File: config.mk
export PLATFORM = sky130hd
export DESIGN_NAME = sap_amp
export DESIGN_NICKNAME = d
export VERILOG_FILES = /design/src/hdl/sap_pkg.sv /design/src/hdl/sap_spi_if.sv /design/src/hdl/sap_spi_rx.sv /design/src/hdl/sap_amp.sv
export SDC_FILE = /design/constraint.sdc
export NUM_CORES = 1
export LEC_CHECK = 0
export CAP_MARGIN = 20
export CORE_ASPECT_RATIO = 1.5
export CORE_MARGIN = 3
export CORE_UTILIZATION = 61
export CTS_BUF_LIST = sky130_fd_sc_hd__clkbuf_8
export DETAILED_ROUTE_END_ITERATION = 8
export DONT_BUFFER_PORTS = 1
export PLACE_DENSITY = 0.82
export SYNTH_ARGS = -nofsm -noshare
export SYNTH_HDL_FRONTEND = slang
export SYNTH_SLANG_ARGS = --single-unit
File: constraint.sdc
create_clock -name core_clk -period 10.27 [get_ports core_clk]
set_input_delay 2.054 -clock core_clk [delete_from_list [all_inputs] [get_ports core_clk]]
set_output_delay 2.054 -clock core_clk [all_outputs]
set_load 0.005 [all_outputs]
File: src/hdl/sap_pkg.sv
// shared constants for the servo amplifier speed port
// assumes a 200 MHz core clock; times are given in their own unit and turned into cycle counts here
package sap_pkg;
   localparam int CLK_HZ = 200_000_000;
   localparam int SERVO_ENC_TYPE = 3;
   localparam int ENC_W = 4;
   localparam int PARK_MS = 250;
   localparam int UNPARK_MS = 80;
   localparam int FAULT_HOLD_MS = 250;
   localparam int SPEED_TIMEOUT_MS = 10;
   localparam int MAX_RATE_HZ = 1500;
   localparam int WORD_BITS = 16;
   localparam int PARK_CYC = PARK_MS * (CLK_HZ / 1000);
   localparam int UNPARK_CYC = UNPARK_MS * (CLK_HZ / 1000);
   localparam int FAULT_HOLD_CYC = FAULT_HOLD_MS * (CLK_HZ / 1000);
   localparam int TIMEOUT_CYC = SPEED_TIMEOUT_MS * (CLK_HZ / 1000);
   localparam logic [15:0] RATE_MAX = 16'(MAX_RATE_HZ);
   localparam logic [15:0] RATE_RESET = 16'h0000;
   localparam logic WAVE_ACCURATE = 1'b0;
   localparam logic WAVE_LONGSTEP = 1'b1;
endpackage

File: src/hdl/sap_spi_if.sv
// carrier between the spi receiver and the amplifier core
// one word pulse per sixteen bits taken
`timescale 1ns/100ps
interface sap_spi_if;
   logic wordValid;
   logic [15:0] wordData;
   modport rx (output wordValid, output wordData);
   modport core (input wordValid, input wordData);
endinterface

File: src/hdl/sap_spi_rx.sv
// spi speed word receiver, mode with clock idle high, sampling on rising edge
// assumes sclk and mosi are asynchronous pins; chip select is not used by the link
`timescale 1ns/100ps
module sap_spi_rx
(
   input wire logic core_clk,
   input wire logic rst,
   input wire logic spiSclk,
   input wire logic spiMosi,
   sap_spi_if.rx spi
);
   import sap_pkg::*;

   logic [2:0] sclkSync_q;
   logic [2:0] mosiSync_q;
   logic sclkLevel_q;
   logic [15:0] shift_q;
   logic [3:0] bitCnt_q;
   logic wordValid_q;

   // three stages; a change counts when stages two and three agree
   always_ff @(posedge core_clk)
   begin
      sclkSync_q <= {sclkSync_q[1:0], spiSclk};
      mosiSync_q <= {mosiSync_q[1:0], spiMosi};
   end

   wire sclkAgree = sclkSync_q[1] == sclkSync_q[2];
   wire sclkRise = sclkAgree && sclkSync_q[2] && !sclkLevel_q;
   wire mosiBit = mosiSync_q[2];

   // msb first, word applied only after the sixteenth bit
   always_ff @(posedge core_clk)
   begin
      if (rst)
      begin
         sclkLevel_q <= 1'b1;
         shift_q <= 16'h0000;
         bitCnt_q <= 4'h0;
         wordValid_q <= 1'b0;
      end
      else
      begin
         wordValid_q <= 1'b0;
         if (sclkAgree)
            sclkLevel_q <= sclkSync_q[2];
         if (sclkRise)
         begin
            shift_q <= {shift_q[14:0], mosiBit};
            bitCnt_q <= bitCnt_q + 4'h1;
            wordValid_q <= bitCnt_q == 4'hF;
         end
      end
   end

   assign spi.wordValid = wordValid_q;
   assign spi.wordData = shift_q;
endmodule

File: src/hdl/sap_amp.sv
// servo amplifier front end: park control, status, fault hold, speed word to stepping rate
// assumes fault and overheat causes come from on-chip monitors on core_clk; spi pins are asynchronous
`timescale 1ns/100ps
// Functional notes
// - encoder type three enters servo mode
// - serial run or stop leaves servo mode
// - enable low parks, high unparks motor
// - park takes 250 ms, unpark 80 ms
// - ready low when amplifier can run; code takes ready from run state and overheat only, so ready can be low while fault is high
// - fault high on critical error, lights led
// - fault held at least 250 ms
// - speed word sets speed, zero stops
// - no word for 10 ms stops motor
// - signed 16-bit word maps to rate
// - clock idles high, sample on rise
// - last received word kept for readback
// - stepping rate limited to 1500 Hz
// - large capacitance may lower rate limit
// - accurate waveform default, long step by command
module sap_amp
#(
   parameter int PARK_CYCLES = sap_pkg::PARK_CYC,
   parameter int UNPARK_CYCLES = sap_pkg::UNPARK_CYC,
   parameter int FAULT_CYCLES = sap_pkg::FAULT_HOLD_CYC,
   parameter int TIMEOUT_CYCLES = sap_pkg::TIMEOUT_CYC
)
(
   input wire logic core_clk,
   input wire logic rst,
   input wire logic amplifierEnableIn,
   input wire logic spiSclk,
   input wire logic spiMosi,
   input wire logic [sap_pkg::ENC_W-1:0] encoderTypeSetting,
   input wire logic encoderTypeWrite,
   input wire logic saveSettingsCmd,
   input wire logic serialRunStopCmd,
   input wire logic waveSelWrite,
   input wire logic waveSelLongStep,
   input wire logic largeCapacitance,
   input wire logic [15:0] largeCapRateLimit,
   input wire logic overheat,
   input wire logic criticalError,
   output logic servoMode,
   output logic readyOut,
   output logic faultOut,
   output logic faultLed,
   output logic motorPowered,
   output logic motorRun,
   output logic motorReverse,
   output logic [15:0] stepRate,
   output logic [15:0] lastSpeedWord,
   output logic waveLongStep
);
   import sap_pkg::*;

   // elaboration guard: a zero count would make the done compares wrap round
   if (PARK_CYCLES < 1 || UNPARK_CYCLES < 1 || FAULT_CYCLES < 1 || TIMEOUT_CYCLES < 1)
   begin
      $error("sap_amp: cycle counts must be at least one");
   end

   typedef enum {ST_PARKED, ST_UNPARKING, ST_RUNNING, ST_PARKING} sap_park_t;

   sap_spi_if spi ();

   sap_spi_rx u_rx
   (
      .core_clk(core_clk),
      .rst(rst),
      .spiSclk(spiSclk),
      .spiMosi(spiMosi),
      .spi(spi)
   );

   logic [2:0] aenSync_q;
   logic aen_q;
   sap_park_t park_q, park_d;
   logic [31:0] parkCnt_q;
   logic [31:0] faultCnt_q;
   logic [31:0] idleCnt_q;
   logic storedServo_q;
   logic servo_q;
   logic ready_q, fault_q, powered_q, run_q, rev_q, wave_q;
   logic [15:0] rate_q, word_q;
   logic [ENC_W-1:0] encType_q;

   // enable pin from the controller is asynchronous
   always_ff @(posedge core_clk)
      aenSync_q <= {aenSync_q[1:0], amplifierEnableIn};

   always_ff @(posedge core_clk)
   begin
      if (rst)
         aen_q <= 1'b0;
      else if (aenSync_q[1] == aenSync_q[2])
         aen_q <= aenSync_q[2];
   end

   // servo mode: set as soon as 3 is written, save not needed; reboot brings stored value back
   wire encIsServo = encoderTypeSetting == ENC_W'(SERVO_ENC_TYPE);
   always_ff @(posedge core_clk)
   begin
      if (saveSettingsCmd && encoderTypeWrite == 1'b0)
         encType_q <= encType_q;
      if (encoderTypeWrite)
         encType_q <= encoderTypeSetting;
      if (rst)
         servo_q <= storedServo_q; // reboot restores the saved choice
      else if (encoderTypeWrite && encIsServo)
         servo_q <= 1'b1;
      else if (serialRunStopCmd)
         servo_q <= 1'b0;
   end

   // non-volatile copy: only the save command updates it, reset leaves it alone
   always_ff @(posedge core_clk)
   begin
      if (saveSettingsCmd)
         storedServo_q <= encType_q == ENC_W'(SERVO_ENC_TYPE);
   end

   // park sequencer
   wire parkDone = parkCnt_q >= 32'(PARK_CYCLES - 1);
   wire unparkDone = parkCnt_q >= 32'(UNPARK_CYCLES - 1);
   always_comb
   begin
      park_d = park_q;
      case (park_q)
         ST_PARKED: if (aen_q && servo_q) park_d = ST_UNPARKING;
         ST_UNPARKING: if (!aen_q || !servo_q) park_d = ST_PARKING;
                       else if (unparkDone) park_d = ST_RUNNING;
         ST_RUNNING: if (!aen_q || !servo_q) park_d = ST_PARKING;
         ST_PARKING: if (parkDone) park_d = ST_PARKED;
         default: park_d = ST_PARKED;
      endcase
   end

   always_ff @(posedge core_clk)
   begin
      if (rst)
      begin
         park_q <= ST_PARKED;
         parkCnt_q <= 32'h0000_0000;
      end
      else
      begin
         park_q <= park_d;
         parkCnt_q <= (park_d != park_q) ? 32'h0000_0000 : parkCnt_q + 32'h0000_0001;
      end
   end

   // speed word: sign is direction, magnitude clipped at the active limit
   wire [15:0] wordMag = spi.wordData[15] ? 16'(-spi.wordData) : spi.wordData;
   wire [15:0] rateLimit = (largeCapacitance && largeCapRateLimit < RATE_MAX) ? largeCapRateLimit
                           : RATE_MAX;
   wire [15:0] rateClip = (wordMag > rateLimit) ? rateLimit : wordMag;
   wire speedTimeout = idleCnt_q >= 32'(TIMEOUT_CYCLES - 1);
   wire canRun = park_q == ST_RUNNING && !overheat && !fault_q;

   always_ff @(posedge core_clk)
   begin
      if (rst)
      begin
         idleCnt_q <= 32'h0000_0000;
         word_q <= 16'h0000;
         rate_q <= RATE_RESET;
         rev_q <= 1'b0;
         run_q <= 1'b0;
      end
      else
      begin
         if (spi.wordValid)
         begin
            idleCnt_q <= 32'h0000_0000;
            word_q <= spi.wordData;
            rate_q <= rateClip;
            rev_q <= spi.wordData[15];
         end
         else if (!speedTimeout)
            idleCnt_q <= idleCnt_q + 32'h0000_0001;
         else
            rate_q <= 16'h0000;
         // a stale or zero word stops stepping; a new nonzero word restarts it
         run_q <= canRun && (spi.wordValid ? rateClip != 16'h0000 : (rate_q != 16'h0000 && !speedTimeout));
      end
   end

   // fault stretched so a short glitch still shows for the full hold
   always_ff @(posedge core_clk)
   begin
      if (rst)
      begin
         fault_q <= 1'b0;
         faultCnt_q <= 32'h0000_0000;
      end
      else if (criticalError)
      begin
         fault_q <= 1'b1;
         faultCnt_q <= 32'h0000_0000;
      end
      else if (fault_q)
      begin
         faultCnt_q <= faultCnt_q + 32'h0000_0001;
         if (faultCnt_q >= 32'(FAULT_CYCLES - 1))
            fault_q <= 1'b0;
      end
   end

   // status and waveform; accurate shape after power-on
   always_ff @(posedge core_clk)
   begin
      if (rst)
      begin
         ready_q <= 1'b1;
         powered_q <= 1'b0;
         wave_q <= WAVE_ACCURATE;
      end
      else
      begin
         ready_q <= !(park_q == ST_RUNNING && !overheat);
         powered_q <= park_q != ST_PARKED;
         if (waveSelWrite)
            wave_q <= waveSelLongStep ? WAVE_LONGSTEP : WAVE_ACCURATE;
      end
   end

   assign servoMode = servo_q;
   assign readyOut = ready_q;
   assign faultOut = fault_q;
   assign faultLed = fault_q;
   assign motorPowered = powered_q;
   assign motorRun = run_q;
   assign motorReverse = rev_q;
   assign stepRate = rate_q;
   assign lastSpeedWord = word_q;
   assign waveLongStep = wave_q;

   property p_rate_limit;
      @(posedge core_clk) disable iff (rst) stepRate <= RATE_MAX;
   endproperty
   a_rate_limit: assert property (p_rate_limit) else $error("rate above limit");

   property p_fault_hold;
      @(posedge core_clk) disable iff (rst) $rose(faultOut) |-> faultOut [*8];
   endproperty
   a_fault_hold: assert property (p_fault_hold) else $error("fault dropped early");

   property p_fault_set;
      @(posedge core_clk) disable iff (rst) criticalError |=> faultOut && faultLed;
   endproperty
   a_fault_set: assert property (p_fault_set) else $error("fault not raised");

   property p_ready_parked;
      @(posedge core_clk) disable iff (rst) park_q == ST_PARKED |=> readyOut;
   endproperty
   a_ready_parked: assert property (p_ready_parked) else $error("ready low while parked");

   property p_park_on_low;
      @(posedge core_clk) disable iff (rst) park_q == ST_RUNNING && !aen_q |=> park_q == ST_PARKING;
   endproperty
   a_park_on_low: assert property (p_park_on_low) else $error("no park on enable low");

   property p_word_kept;
      @(posedge core_clk) disable iff (rst) spi.wordValid |=> lastSpeedWord == $past(spi.wordData);
   endproperty
   a_word_kept: assert property (p_word_kept) else $error("word not kept");

   property p_timeout_stop;
      @(posedge core_clk) disable iff (rst) speedTimeout && !spi.wordValid |=> !motorRun;
   endproperty
   a_timeout_stop: assert property (p_timeout_stop) else $error("run after timeout");

   property p_leave_servo;
      @(posedge core_clk) disable iff (rst) serialRunStopCmd && !encoderTypeWrite |=> !servoMode;
   endproperty
   a_leave_servo: assert property (p_leave_servo) else $error("servo kept after run cmd");

   property p_zero_stop;
      @(posedge core_clk) disable iff (rst) spi.wordValid && spi.wordData == 16'h0000 |=> !motorRun;
   endproperty
   a_zero_stop: assert property (p_zero_stop) else $error("zero word did not stop");

   c_unpark: cover property (@(posedge core_clk) disable iff (rst) park_q == ST_UNPARKING ##1 park_q == ST_RUNNING);
   c_word: cover property (@(posedge core_clk) disable iff (rst) spi.wordValid && motorRun);
   c_fault: cover property (@(posedge core_clk) disable iff (rst) $fell(faultOut));
endmodule

# After elaboration in Yosys (flattened, before gate mapping)
# Cells that the tools add are included.
# word_totals
inputBits	33
ff_bits	204
# op_classes
n_addsub	5
eq_ne	10
muxes	19
bitwise	1
n_lt_le_gt_ge	6
reduce_logical	27
# ops
operator	count
$mux W32	5
$pmux W32 S4	1
$add A32 B1 Y32 const B	3
$mux W16	5
$eq A32 B2 Y1 const B	2
$ge A32 B26 Y1 const B	2
$eq A32 B1 Y1 const B	1
$eq A32 B3 Y1 const B	1
$ge A32 B21 Y1 const B	1
$ge A32 B24 Y1 const B	1
$logic_not A32 Y1	1
$ne A32 B32 Y1	1
$reduce_bool A16 Y1	2
$reduce_bool A32 Y1	1
$gt A16 B16 Y1	1
$lt A16 B11 Y1 const B	1
$neg A16 Y16	1
$logic_and A1 B1 Y1	9
$eq A4 B2 Y1 const B	2
$mux W1	8
$reduce_or A2 Y1	4
$logic_not A1 Y1	7
$add A4 B1 Y4 const B	1
$eq A4 B4 Y1 const B	1
5 further kinds	6

# Depth between registers and ports, before layout
# Gate-level depths: netlist of the first run.
# depth
word_depth	8
depth_mapped	15

# By module
# From an unflattened synthesis of the first run, not the netlist that was laid out.
# unflattened
hier_cells	961
hier_area_um2	8769.7
# modules_own_cells
module	area_each_um2	seq_area_each_um2	cells_per_inst	n_inst
sap_amp	7827.5	3563.4	858	1
sap_spi_rx	942.2	560.5	103	1

# Worst setup path after synthesis of the first run
# No wires, ideal clock.
# synth_path
path_kind	input-to-reg
from	input port largeCapRateLimit[14]
to	register rate_q[9] (netlist: stepRate[9])
cell_stages	12
arrival_time_ns	4.688
path_buffers	1
slack_ns	5.465
path_cell_list	nor4_1 nand3b_1 a21o_1 nor2_1 ha_1 a21oi_1 o22ai_1 o31a_1 o31ai_2 buf_2 mux2i_1 a22o_1
# synth_via
elab_chain_cells	6
# synth_lines
element	line	rtl
start: declaration	sap_amp.sv:40	input wire logic [15:0] largeCapRateLimit,
$lt A16 B11 Y1	sap_amp.sv:154	wire [15:0] rateLimit = (largeCapacitance && largeCapRateLimit < RATE_MAX) ? largeCapRateLimit
$logic_and A1 B1 Y1	sap_amp.sv:154	
$mux W16 *	sap_amp.sv:154	
$gt A16 B16 Y1	sap_amp.sv:156	wire [15:0] rateClip = (wordMag > rateLimit) ? rateLimit : wordMag;
$mux W16 *	sap_amp.sv:156	
$mux W16 *	sap_amp.sv:172	if (spi.wordValid)
end signal: assignment	sap_amp.sv:176	rate_q <= rateClip;
end: declaration	sap_amp.sv:84	logic [15:0] rate_q, word_q;
# Mark *: on every way between the ends. The rest lies on a longest branch, timed or not.
# A chain may end at the register's enable or synchronous reset.

# Final worst setup path of the first run
# layout_path
from	input port largeCapRateLimit[14]
to	register rate_q[8] (netlist: stepRate[8])
# Same word-level chain as after synthesis.

==> run metrics, run 1 <==
layout cells sized above 1=6.88%; Critical Path RT=10.70 ns; hpwl dp=11.9 mm; clock-pin slew on the worst setup and hold paths=0.06 ns; maximum vdd drop=0.137 mV; worst skew pair latency=0.55 ns; Setup TNS Final=0 ns; fmax=228 MHz; final WL=17.2 mm; final hold vios=0; Yosys reg bits=203; DR iter-0 viols=306; Cells after Synth=964; FILL cells=1116; clock skew=0.0198 ns; HP Class=reg2reg; GPL Wtd Cong=0.847; # rows=53; Slew @ Worst Pin=0.922 ns; CP startpoint kind=input pin; crit end category=flop; status=complete, no violations; Design Area, Final=9640 um^2; # nets final=1036; largest fanout on the critical path=19; syn avg cell area=9.09 um^2; dominant cell by count in the synthesized netlist=dfxtp_1; pwr dens=161 nW/um^2; Inserted Diodes=0; period utilization=42.7%; I/O Buffers=0; sequential share of the synthesized area=47.1%; Post-Syn Area=8760 um^2; Die Wd=104 um; post-CTS sizing=0; DP Area=8970 um^2; hold_buf cts=0; Max-cap violations=0; Switching Share=20.5%; core outline area=14100 um^2; Post-synth EDFFs=6; wire length of the first global-routing pass=29.2 mm; main area contributors after synthesis=dfxtp_1, xnor2_1, nor4_1; Critical Path, Cell by Cell=nor4_1 -> nand3b_1 -> a21o_1 -> nor2_1 -> ha_1 -> nand3_1 -> nor4_1 -> a21boi_0 -> o31ai_2 -> buf_4 -> or3_1 -> a32o_1; register share of total power=52.4%; vias per cell=5.68; relative slew slack=38.4%; most used cell along the critical path=nor4_1; Final Setup Violations=0; Static Leakage=3.54 nW; Die ar.=15900 um^2; Primary FF master, synth=dfxtp_1; Crit Path Class=in2reg; remaining antenna violation count=0; CTS sink cnt=203; Worst path depth=12; Worst path top cell family by delay=simple AND/OR/NAND/NOR gates; Setup Buffers After CTS=0; CTS root buf=clkbuf_8; CTS tree=done; share of synthesized registers carrying an async set or reset=0%; initial antenna violation count=0; First-pass DRT Iterations=5; total track usage=21.2%; top post-synthesis cells by count=dfxtp_1, nor2_1, nand2_1; pin count of the biggest net entering global routing=55; Area growth, synth to finish=10.1%; CP max-delay cell=a21boi_0; RSZ-0062 raised after global routing=false; I/O pins=73; warnings from Yosys=0; Yosys top cell area share=45.0%; Logic pwr share=1.4%; Die Ht=153 um; routed vias=6789; Reg2Reg Depth=12; largest stage delay on the critical path=0.33 ns; crit path buf inv count=1; Worst EP arrival=4.82 ns; internal power=1.23 mW; min cycle time layout=4.39 ns; Starting Density=62.3%; Clock Power Share=46.2%; Netlist cell types=63; CTS max path bufs=3; area leader, netlist=dfxtp_1; H-tree depth=1; Avg WL per Cell=14.4 um; number of global-route vias before repair=6474; total grt overflow=0; Worst Hold Depth=0; Slew Viols, Final=0; net switching power=0.318 mW; DRC violations left=0; total CTS buffers=29
==> flip-flops by register name, indices dropped and copies added, names as in the netlist, 3 cells and up <==
signal             count
idleCnt_q             32
aenSync_q              3
u_rx.sclkSync_q        3
u_rx.bitCnt_q          4
u_rx.spi.wordData     16
stepRate              16
parkCnt_q             32
faultCnt_q            32
park_q                32
encType_q              4
u_rx.mosiSync_q        3
lastSpeedWord         15
==> power by group through the flow <==
| stage | Clock [mW] | Combinational, mW | Sequential, mW |
|---|---|---|---|
| floorplan | 0 | 0.0218 | 0.826 |
| global placement | 0 | 0.0207 | 0.828 |
| detailed placement | 0 | 0.0212 | 0.828 |
| CTS | 0.733 | 0.0214 | 0.811 |
| global route | 0.770 | 0.0250 | 0.812 |
| finish | 0.715 | 0.0215 | 0.811 |
==> layout make-up <==
cell class / count / area, um^2 / area share (%)
Clock buffer: 36 / 495 / 5.14
Clock inverter: 17 / 178 / 1.84
Multi-Input combinational cell: 720 / 4480 / 46.5
Sequential cell: 203 / 4120 / 42.8
Inverter: 21 / 78.8 / 0.818
Timing Repair Buffer: 6 / 45.0 / 0.467
Tap cell: 192 / 240 / 2.49
==> logic make-up (layout without fill, tap and decap cells) <==
group / Yosys count / after routing / share of synthesized area [%]
and+or+nand+nor: 433 / 433 / 25.1
other: 2 / 35 / 0.0857
AOI/OAI and AO/OA: 110 / 110 / 8.67
DFF: 203 / 203 / 47.1
xor gates and xnor gates: 88 / 88 / 8.80
adders and majority gates: 22 / 22 / 3.14
buffers and inverters: 74 / 80 / 3.41
muxes: 32 / 32 / 3.69
==> through the flow <==
| stage | worst slack, ns | util [%] | power (mW) | hold WS (ns) | cells |
|---|---|---|---|---|---|
| finish | 5.88 | 68.6 | 1.55 | 0.330 | 1195 |
| global route | 5.62 | 68.6 | 1.61 | 0.338 | 1195 |
| CTS | 5.91 | 68.6 | 1.57 | 0.334 | 1195 |
| detailed placement | 5.35 | 63.8 | 0.850 | 0.319 | 1142 |
| global placement | 5.44 | 63.8 | 0.849 | 0.314 | 1142 |
| floorplan | 5.47 | - | 0.847 | 0.310 | 997 |
==> worst paths after layout <==
| path | start | end | slack (ns) |
|---|---|---|---|
| max | largeCapRateLimit[14] | stepRate[8] | 5.88 |
| max reg2reg | u_rx.spi.wordData[2] | stepRate[8] | 5.92 |
| min reg2reg | aenSync_q[0] | aenSync_q[1] | 0.33 |
| min | aenSync_q[0] | aenSync_q[1] | 0.33 |
==> cells in the final DEF (no fill, tap or decap), types with 12 or more instances in the layout <==
master,n
or3_1,12
nor4_1,64
xnor2_1,46
clkbuf_8,36
nand2_1,94
a21oi_1,37
nor2_1,101
nand3_1,38
inv_1,27
nor3_1,27
nand4_1,24
and3_1,13
o21ai_0,14
dfxtp_1,197
conb_1,35
mux2i_1,30
and2_1,18
ha_1,22
xor2_1,42
==> worst register-to-register path, cell delays in order, from the launching register on <==
cell	delay (ns)
dfxtp_1	0.40
or4_4	0.56
or4b_1	0.67
o31ai_4	0.27
xnor2_1	0.16
ha_1	0.35
nand4_1	0.19
nor4_1	0.38
a21boi_0	0.33
o31ai_2	0.12
buf_4	0.23
or3_1	0.33
a32o_1	0.25
==> metal layers <==
metal	GRT usage [%]	routed length, um
met2	38.8	8900
met3	4.41	850
met1	24.2	6990
met5	0	0
met4	7.54	449
(Power assumes the default switching activity.)
==> run 2: changes to the inputs <==
CORE_UTILIZATION = 59   (was 61)
PLACE_DENSITY = 0.83   (was 0.82)
clock period = 3.9 ns   (was 10.27 ns; I/O delays follow)
==> run metrics, run 2 (synthesis gave the netlist of run 1 again) <==
final hold vios=0 (unchanged); Static Leakage=3.62 nW (+2.4%); Setup Buffers After CTS=0 (unchanged); relative slew slack=40.3% (+1.9 points); I/O Buffers=0 (unchanged); pwr dens=411 nW/um^2 (+160%); CTS max path bufs=3 (unchanged); Slew Viols, Final=0 (unchanged); CTS root buf=clkbuf_8; CTS tree=done; Die Wd=105 um (+1.6%); initial antenna violation count=0 (unchanged); CTS sink cnt=203 (unchanged); final cell utilization of the core=68.5% (-0.070 points); CP startpoint kind=flop; Worst Hold Depth=0 (unchanged); hpwl dp=12.2 mm (+2.7%); Inserted Diodes=0 (unchanged); HP Class=in2reg; DR iter-0 viols=312 (+2.0%); min cycle time layout=3.66 ns; Area growth, synth to finish=11.5%; commonest cells after routing, fill and taps aside=dfxtp_1, nor2_1, nand2_1; wire length of the first global-routing pass=30.1 mm (+3.0%); total CTS buffers=30 (+3.4%); GPL Wtd Cong=0.856 (+0.97%); min-delay src=spiSclk; Critical Path, Cell by Cell=or4_4 -> or4b_4 -> o31ai_4 -> xnor2_1 -> ha_1 -> nand4_1 -> buf_4 -> nor2_1 -> a211o_1 -> o31ai_4 -> buf_4 -> mux2i_1 -> a211oi_1; RSZ-0062 raised after global routing=false; # rows=53 (unchanged); fmax=274 MHz; pin count of the biggest net entering global routing=55 (unchanged); status=complete, no violations; core outline area=14300 um^2 (+1.4%); CP max-delay cell=or4b_4; Die Ht=155 um (+1.6%); Critical Path RT=4.30 ns (-6.40 ns); Starting Density=61.4% (-0.87 points); clock-pin slew on the worst setup and hold paths=0.06 ns (about the same); worst hold endpoint=u_rx.sclkSync_q[0]; clock skew=0.0246 ns (+0.00475 ns); DRC violations left=0 (unchanged); largest fanout on the critical path=9 (-10); FILL cells=1107 (-0.81%); layout cells sized above 1=8.31% (+1.4 points); total grt overflow=0 (unchanged); H-tree depth=1 (unchanged); # nets final=1056 (+1.9%); Slew @ Worst Pin=0.893 ns (-0.0286 ns); Worst EP arrival=4.05 ns (-0.77 ns); total track usage=21.3% (+0.13 points); maximum vdd drop=0.326 mV (+140%); Reg2Reg Depth=13 (+1); largest stage delay on the critical path=0.58 ns (+0.25 ns); remaining antenna violation count=0 (unchanged); First-pass DRT Iterations=4 (-1); RR Endpoint=stepRate[0]; worst r2r src=u_rx.spi.wordData[2]; final hold slack=0.250 ns (-0.0796 ns); R2R setup slack=0.24 ns (-5.68 ns); final WL=17.7 mm (+3.1%); Final Setup Violations=0 (unchanged); Worst path top cell family by delay=simple AND/OR/NAND/NOR gates; period utilization=93.7%; commonest non-fill, non-tap cell in the layout=dfxtp_1; Avg WL per Cell=14.6 um (+1.4%); number of global-route vias before repair=6826 (+5.4%); crit path buf inv count=2 (+1); routed vias=6929 (+2.1%); Crit Path Class=reg2reg; vias per cell=5.70 (+0.38%); Die ar.=16400 um^2 (+3.2%); crit end category=flop; I/O pins=73 (unchanged); worst skew pair latency=0.55 ns (about the same); Max-cap violations=0 (unchanged)
-- run 2: cell count changes in the layout (fill, tap and decap cells not counted), moves of 2 or more --
cell / previous run / this run
clkbuf_8: 36 / 33
clkinv_1: 0 / 4
inv_1: 27 / 29
buf_4: 6 / 25
clkinv_2: 7 / 4
-- run 2: cell type report --
| cell class | instances | area (um^2) | share of cell area [%] |
|---|---|---|---|
| multi-input cells | 720 | 4490 | 46.0 |
| flip-flops and latches | 203 | 4120 | 42.2 |
| clock buffers | 33 | 454 | 4.65 |
| well taps | 192 | 240 | 2.46 |
| clock inverters | 21 | 193 | 1.97 |
| repair buffers | 25 | 188 | 1.92 |
| inverters | 21 | 78.8 | 0.807 |
-- run 2: power by group --
| group | internal [mW] | switching [mW] | total [mW] |
|---|---|---|---|
| clock network | 1.04 | 0.776 | 1.82 |
| registers | 2.12 | 0.0162 | 2.13 |
| logic | 0.0219 | 0.0368 | 0.0586 |
-- run 2: worst max-delay path by stage --
stage / cells past startpoint / from / end
after global placement: 12 / u_rx.spi.wordData[2] / stepRate[8]
after floorplan: 13 / u_rx.spi.wordData[2] / stepRate[8]
final: 13 / u_rx.spi.wordData[2] / stepRate[0]
after detailed placement: 12 / u_rx.spi.wordData[2] / stepRate[8]
after CTS: 12 / u_rx.spi.wordData[2] / stepRate[8]
after global routing: 13 / u_rx.spi.wordData[2] / stepRate[1]
-- run 2: worst register-to-register path, delay by kind of cell, from the launching register on --
kind / cells / cell delay [ns]
buf+inv: 2 / 0.35
fa+ha+maj: 1 / 0.30
mux: 1 / 0.19
simple gates: 4 / 1.29
xor+xnor: 1 / 0.17
flops: 1 / 0.31
compound gates: 4 / 0.88
-- run 2: per-layer routing --
metal / GRT usage [%] / vias to the layer above / routed length, um
met2: 39.5 / 170 / 9210
met4: 7.84 / 0 / 429
met5: 0 / - / 0
met1: 23.9 / 3251 / 7170
met3: 4.48 / 43 / 919
li1: - / 3465 / -
-- run 2: timing repair --
action                     4_1_cts  5_1_grt
hold buffers                     0        0
setup endpoints to repair        0       17
resized for setup                0        2
-- run 2: stage by stage --
step	total power [mW]	area (um^2)	TNS (ns)	std cells	setup WS, ns
6_report	4.01	9770	0	1215	0.244
2_1_floorplan	2.23	8890	-0.0368	997	-0.0368
3_3_place_gp	2.24	9110	0	1161	0.132
3_5_place_dp	2.24	9110	0	1161	0.0439
4_1_cts	4.06	9760	0	1215	0.0377
5_1_grt	4.16	9770	0	1215	0.0116
==> run 3: changes to the inputs <==
ABC_AREA = 1   (was unset)
CORE_UTILIZATION = 60   (was 59)
PLACE_DENSITY = 0.84   (was 0.83)
SKIP_CTS_REPAIR_TIMING = 1   (was unset)
==> run metrics, run 3 <==
status=complete, no violations; core outline area=15600 um^2 (+9.6%); worst skew pair latency=0.56 ns (about the same); R2R setup slack=0.51 ns (+0.27 ns); total power=4.64 mW (+16%); total CTS buffers=29 (-3.3%); RR Endpoint=motorRun; crit end category=flop; min-delay src=spiSclk; initial antenna violation count=0 (unchanged); commonest non-fill, non-tap cell in the layout=nand2_1; Static Leakage=4.20 nW (+16%); I/O Buffers=0 (unchanged); share of synthesized registers carrying an async set or reset=0% (unchanged); routed vias=8364 (+21%); FILL cells=1309 (+18%); Design Area, Final=10700 um^2 (+9.3%); fmax=295 MHz (+7.8%); Cells after Synth=1321 (+37%); wire length of the first global-routing pass=33.9 mm (+13%); DR iter-0 viols=413 (+32%); # nets final=1412 (+34%); GPL Wtd Cong=0.870 (+1.7%); I/O pins=73 (unchanged); total track usage=22.9% (+1.6 points); DRC violations left=0 (unchanged); CTS sink cnt=203 (unchanged); syn avg cell area=7.26 um^2 (-20%); dpl ws=0.303 ns (+0.259 ns); Post-synth EDFFs=6 (unchanged); final hold slack=0.244 ns (-0.00578 ns); remaining antenna violation count=0 (unchanged); Critical Path RT=4.33 ns (+0.03 ns); dominant cell by count in the synthesized netlist=nand2_1; largest fanout on the critical path=18 (+9); Yosys top cell area share=41.1% (-3.9 points); Slew @ Worst Pin=0.899 ns (+0.00582 ns); Setup TNS Final=0 ns (unchanged); maximum vdd drop=0.425 mV (+31%); Final Worst Setup Slack=0.510 ns (+0.266 ns); Inserted Diodes=0 (unchanged); H-tree depth=1 (unchanged); CTS tree=done; DP Area=9860 um^2 (+8.2%); pwr dens=434 nW/um^2 (+5.8%); Avg WL per Cell=12.5 um (-15%); Area growth, synth to finish=11.3%; HP Class=in2reg; vias per cell=5.29 (-7.2%); Primary FF master, synth=dfxtp_1; final hold vios=0 (unchanged); # rows=56 (+5.7%); hpwl dp=14.5 mm (+18%); Reg2Reg Depth=20 (+7); CTS root buf=clkbuf_8; main area contributors after synthesis=dfxtp_1, nand2_1, inv_1; worst r2r src=u_rx.spi.wordData[0]; Final Setup Violations=0 (unchanged); Die Ht=161 um (+3.6%); Slew Viols, Final=0 (unchanged); total grt overflow=0 (unchanged); pin count of the biggest net entering global routing=50 (-9.1%); commonest cells after routing, fill and taps aside=nand2_1, dfxtp_1, inv_1; RSZ-0062 raised after global routing=false; clock-pin slew on the worst setup and hold paths=0.07 ns (about the same); Worst EP arrival=3.82 ns (-0.23 ns); period utilization=86.9% (-6.8 points); top post-synthesis cells by count=nand2_1, dfxtp_1, inv_1; area leader, netlist=dfxtp_1; worst hold endpoint=u_rx.sclkSync_q[0]; min cycle time layout=3.39 ns (-0.266 ns); CP startpoint kind=flop; Die ar.=17600 um^2 (+7.3%); sequential share of the synthesized area=43.0% (-4.1 points); CTS max path bufs=3 (unchanged); Worst Hold Depth=0 (unchanged); layout cells sized above 1=6.97% (-1.3 points); warnings from Yosys=0 (unchanged); Starting Density=61.4% (about the same); First-pass DRT Iterations=5 (+1); number of global-route vias before repair=8126 (+19%); relative slew slack=40.0% (-0.33 points); Yosys reg bits=203 (unchanged); final WL=19.7 mm (+11%); Max-cap violations=0 (unchanged); Post-Syn Area=9590 um^2 (+9.5%); clock skew=0.0220 ns (-0.00253 ns); Netlist cell types=44 (-30%); Die Wd=109 um (+3.6%); Crit Path Class=reg2reg
[run 3: changes by cell type in the layout (fill, tap and decap cells not counted), sizes merged, moves of 30 or more]
| cell | delta |
|---|---|
| nand2 | +148 |
| a21oi | +59 |
| o21ai | +54 |
| inv | +157 |
| nor2 | +89 |
| xnor2 | -33 |
| mux2i | -30 |
| nor4 | -38 |
| nand3 | +49 |
[run 3: cell families (layout without fill, tap and decap cells)]
| logic type | after synthesis | after routing | synth area share (%) |
|---|---|---|---|
| and+or+nand+nor | 634 | 634 | 29.9 |
| buffers and inverters | 221 | 245 | 9.05 |
| DFF | 203 | 203 | 43.0 |
| AOI/OAI and AO/OA | 186 | 186 | 10.3 |
| xor gates and xnor gates | 53 | 53 | 4.84 |
| adders and majority gates | 22 | 22 | 2.87 |
| other | 2 | 35 | 0.0783 |
[run 3: critical path, cell delays in order (launching register included)]
cell and delay [ns]:
dfxtp_1 0.32, inv_1 0.15, ha_1 0.22, nand3_1 0.10, o21ai_1 0.31, nand3_1 0.14
xor2_1 0.19, ha_1 0.29, nand2_1 0.09, nor3_1 0.24, nand2_1 0.08, nand2_1 0.07
nand2_1 0.31, nand2_1 0.18, nand2_1 0.08, nor2_1 0.11, nand2_1 0.07, nor2_1 0.13
nand3_1 0.08, nand2_1 0.08, nor2_1 0.03
[run 3: through the flow]
stage	std cells	utilization [%]
after floorplan	1354	-
after global placement	1529	63.1
after detailed placement	1529	63.1
after CTS	1581	68.3
after global routing	1581	68.3
final	1581	68.3
[run 3: area by class of cell]
class                   count  area, um^2  area share [%]
repair buffers              8        60.1           0.562
flip-flops and latches    203        4120            38.6
clock buffers              33         454            4.25
multi-input cells         930        4720            44.2
clock inverters            19         368            3.45
inverters                 185         694            6.50
well taps                 203         254            2.38
[run 3: report_power, final]
| group | leakage, nW | internal (mW) | switching [mW] |
|---|---|---|---|
| Sequential | 1.66 | 2.13 | 0.0290 |
| Clock | 0.426 | 1.51 | 0.799 |
| Combinational | 2.11 | 0.0601 | 0.119 |
[run 3: layer usage]
layer | wire length (um) | GRT usage, % | share of wire, %
met5 | 0 | 0 | 0
met4 | 664 | 9.64 | 3.4
met3 | 936 | 4.58 | 4.7
met2 | 10100 | 41.4 | 51
met1 | 8020 | 25.8 | 41
[run 3: worst max path at each step]
stage | cells past startpoint | from | endpoint | slack [ns]
2_1_floorplan | 22 | largeCapRateLimit[12] | motorRun | 0.76
3_3_place_gp | 22 | largeCapRateLimit[12] | motorRun | 0.40
3_5_place_dp | 23 | largeCapRateLimit[12] | motorRun | 0.30
4_1_cts | 20 | u_rx.spi.wordData[0] | motorRun | 0.36
5_1_grt | 20 | u_rx.spi.wordData[0] | motorRun | 0.11
6_report | 20 | u_rx.spi.wordData[0] | motorRun | 0.51
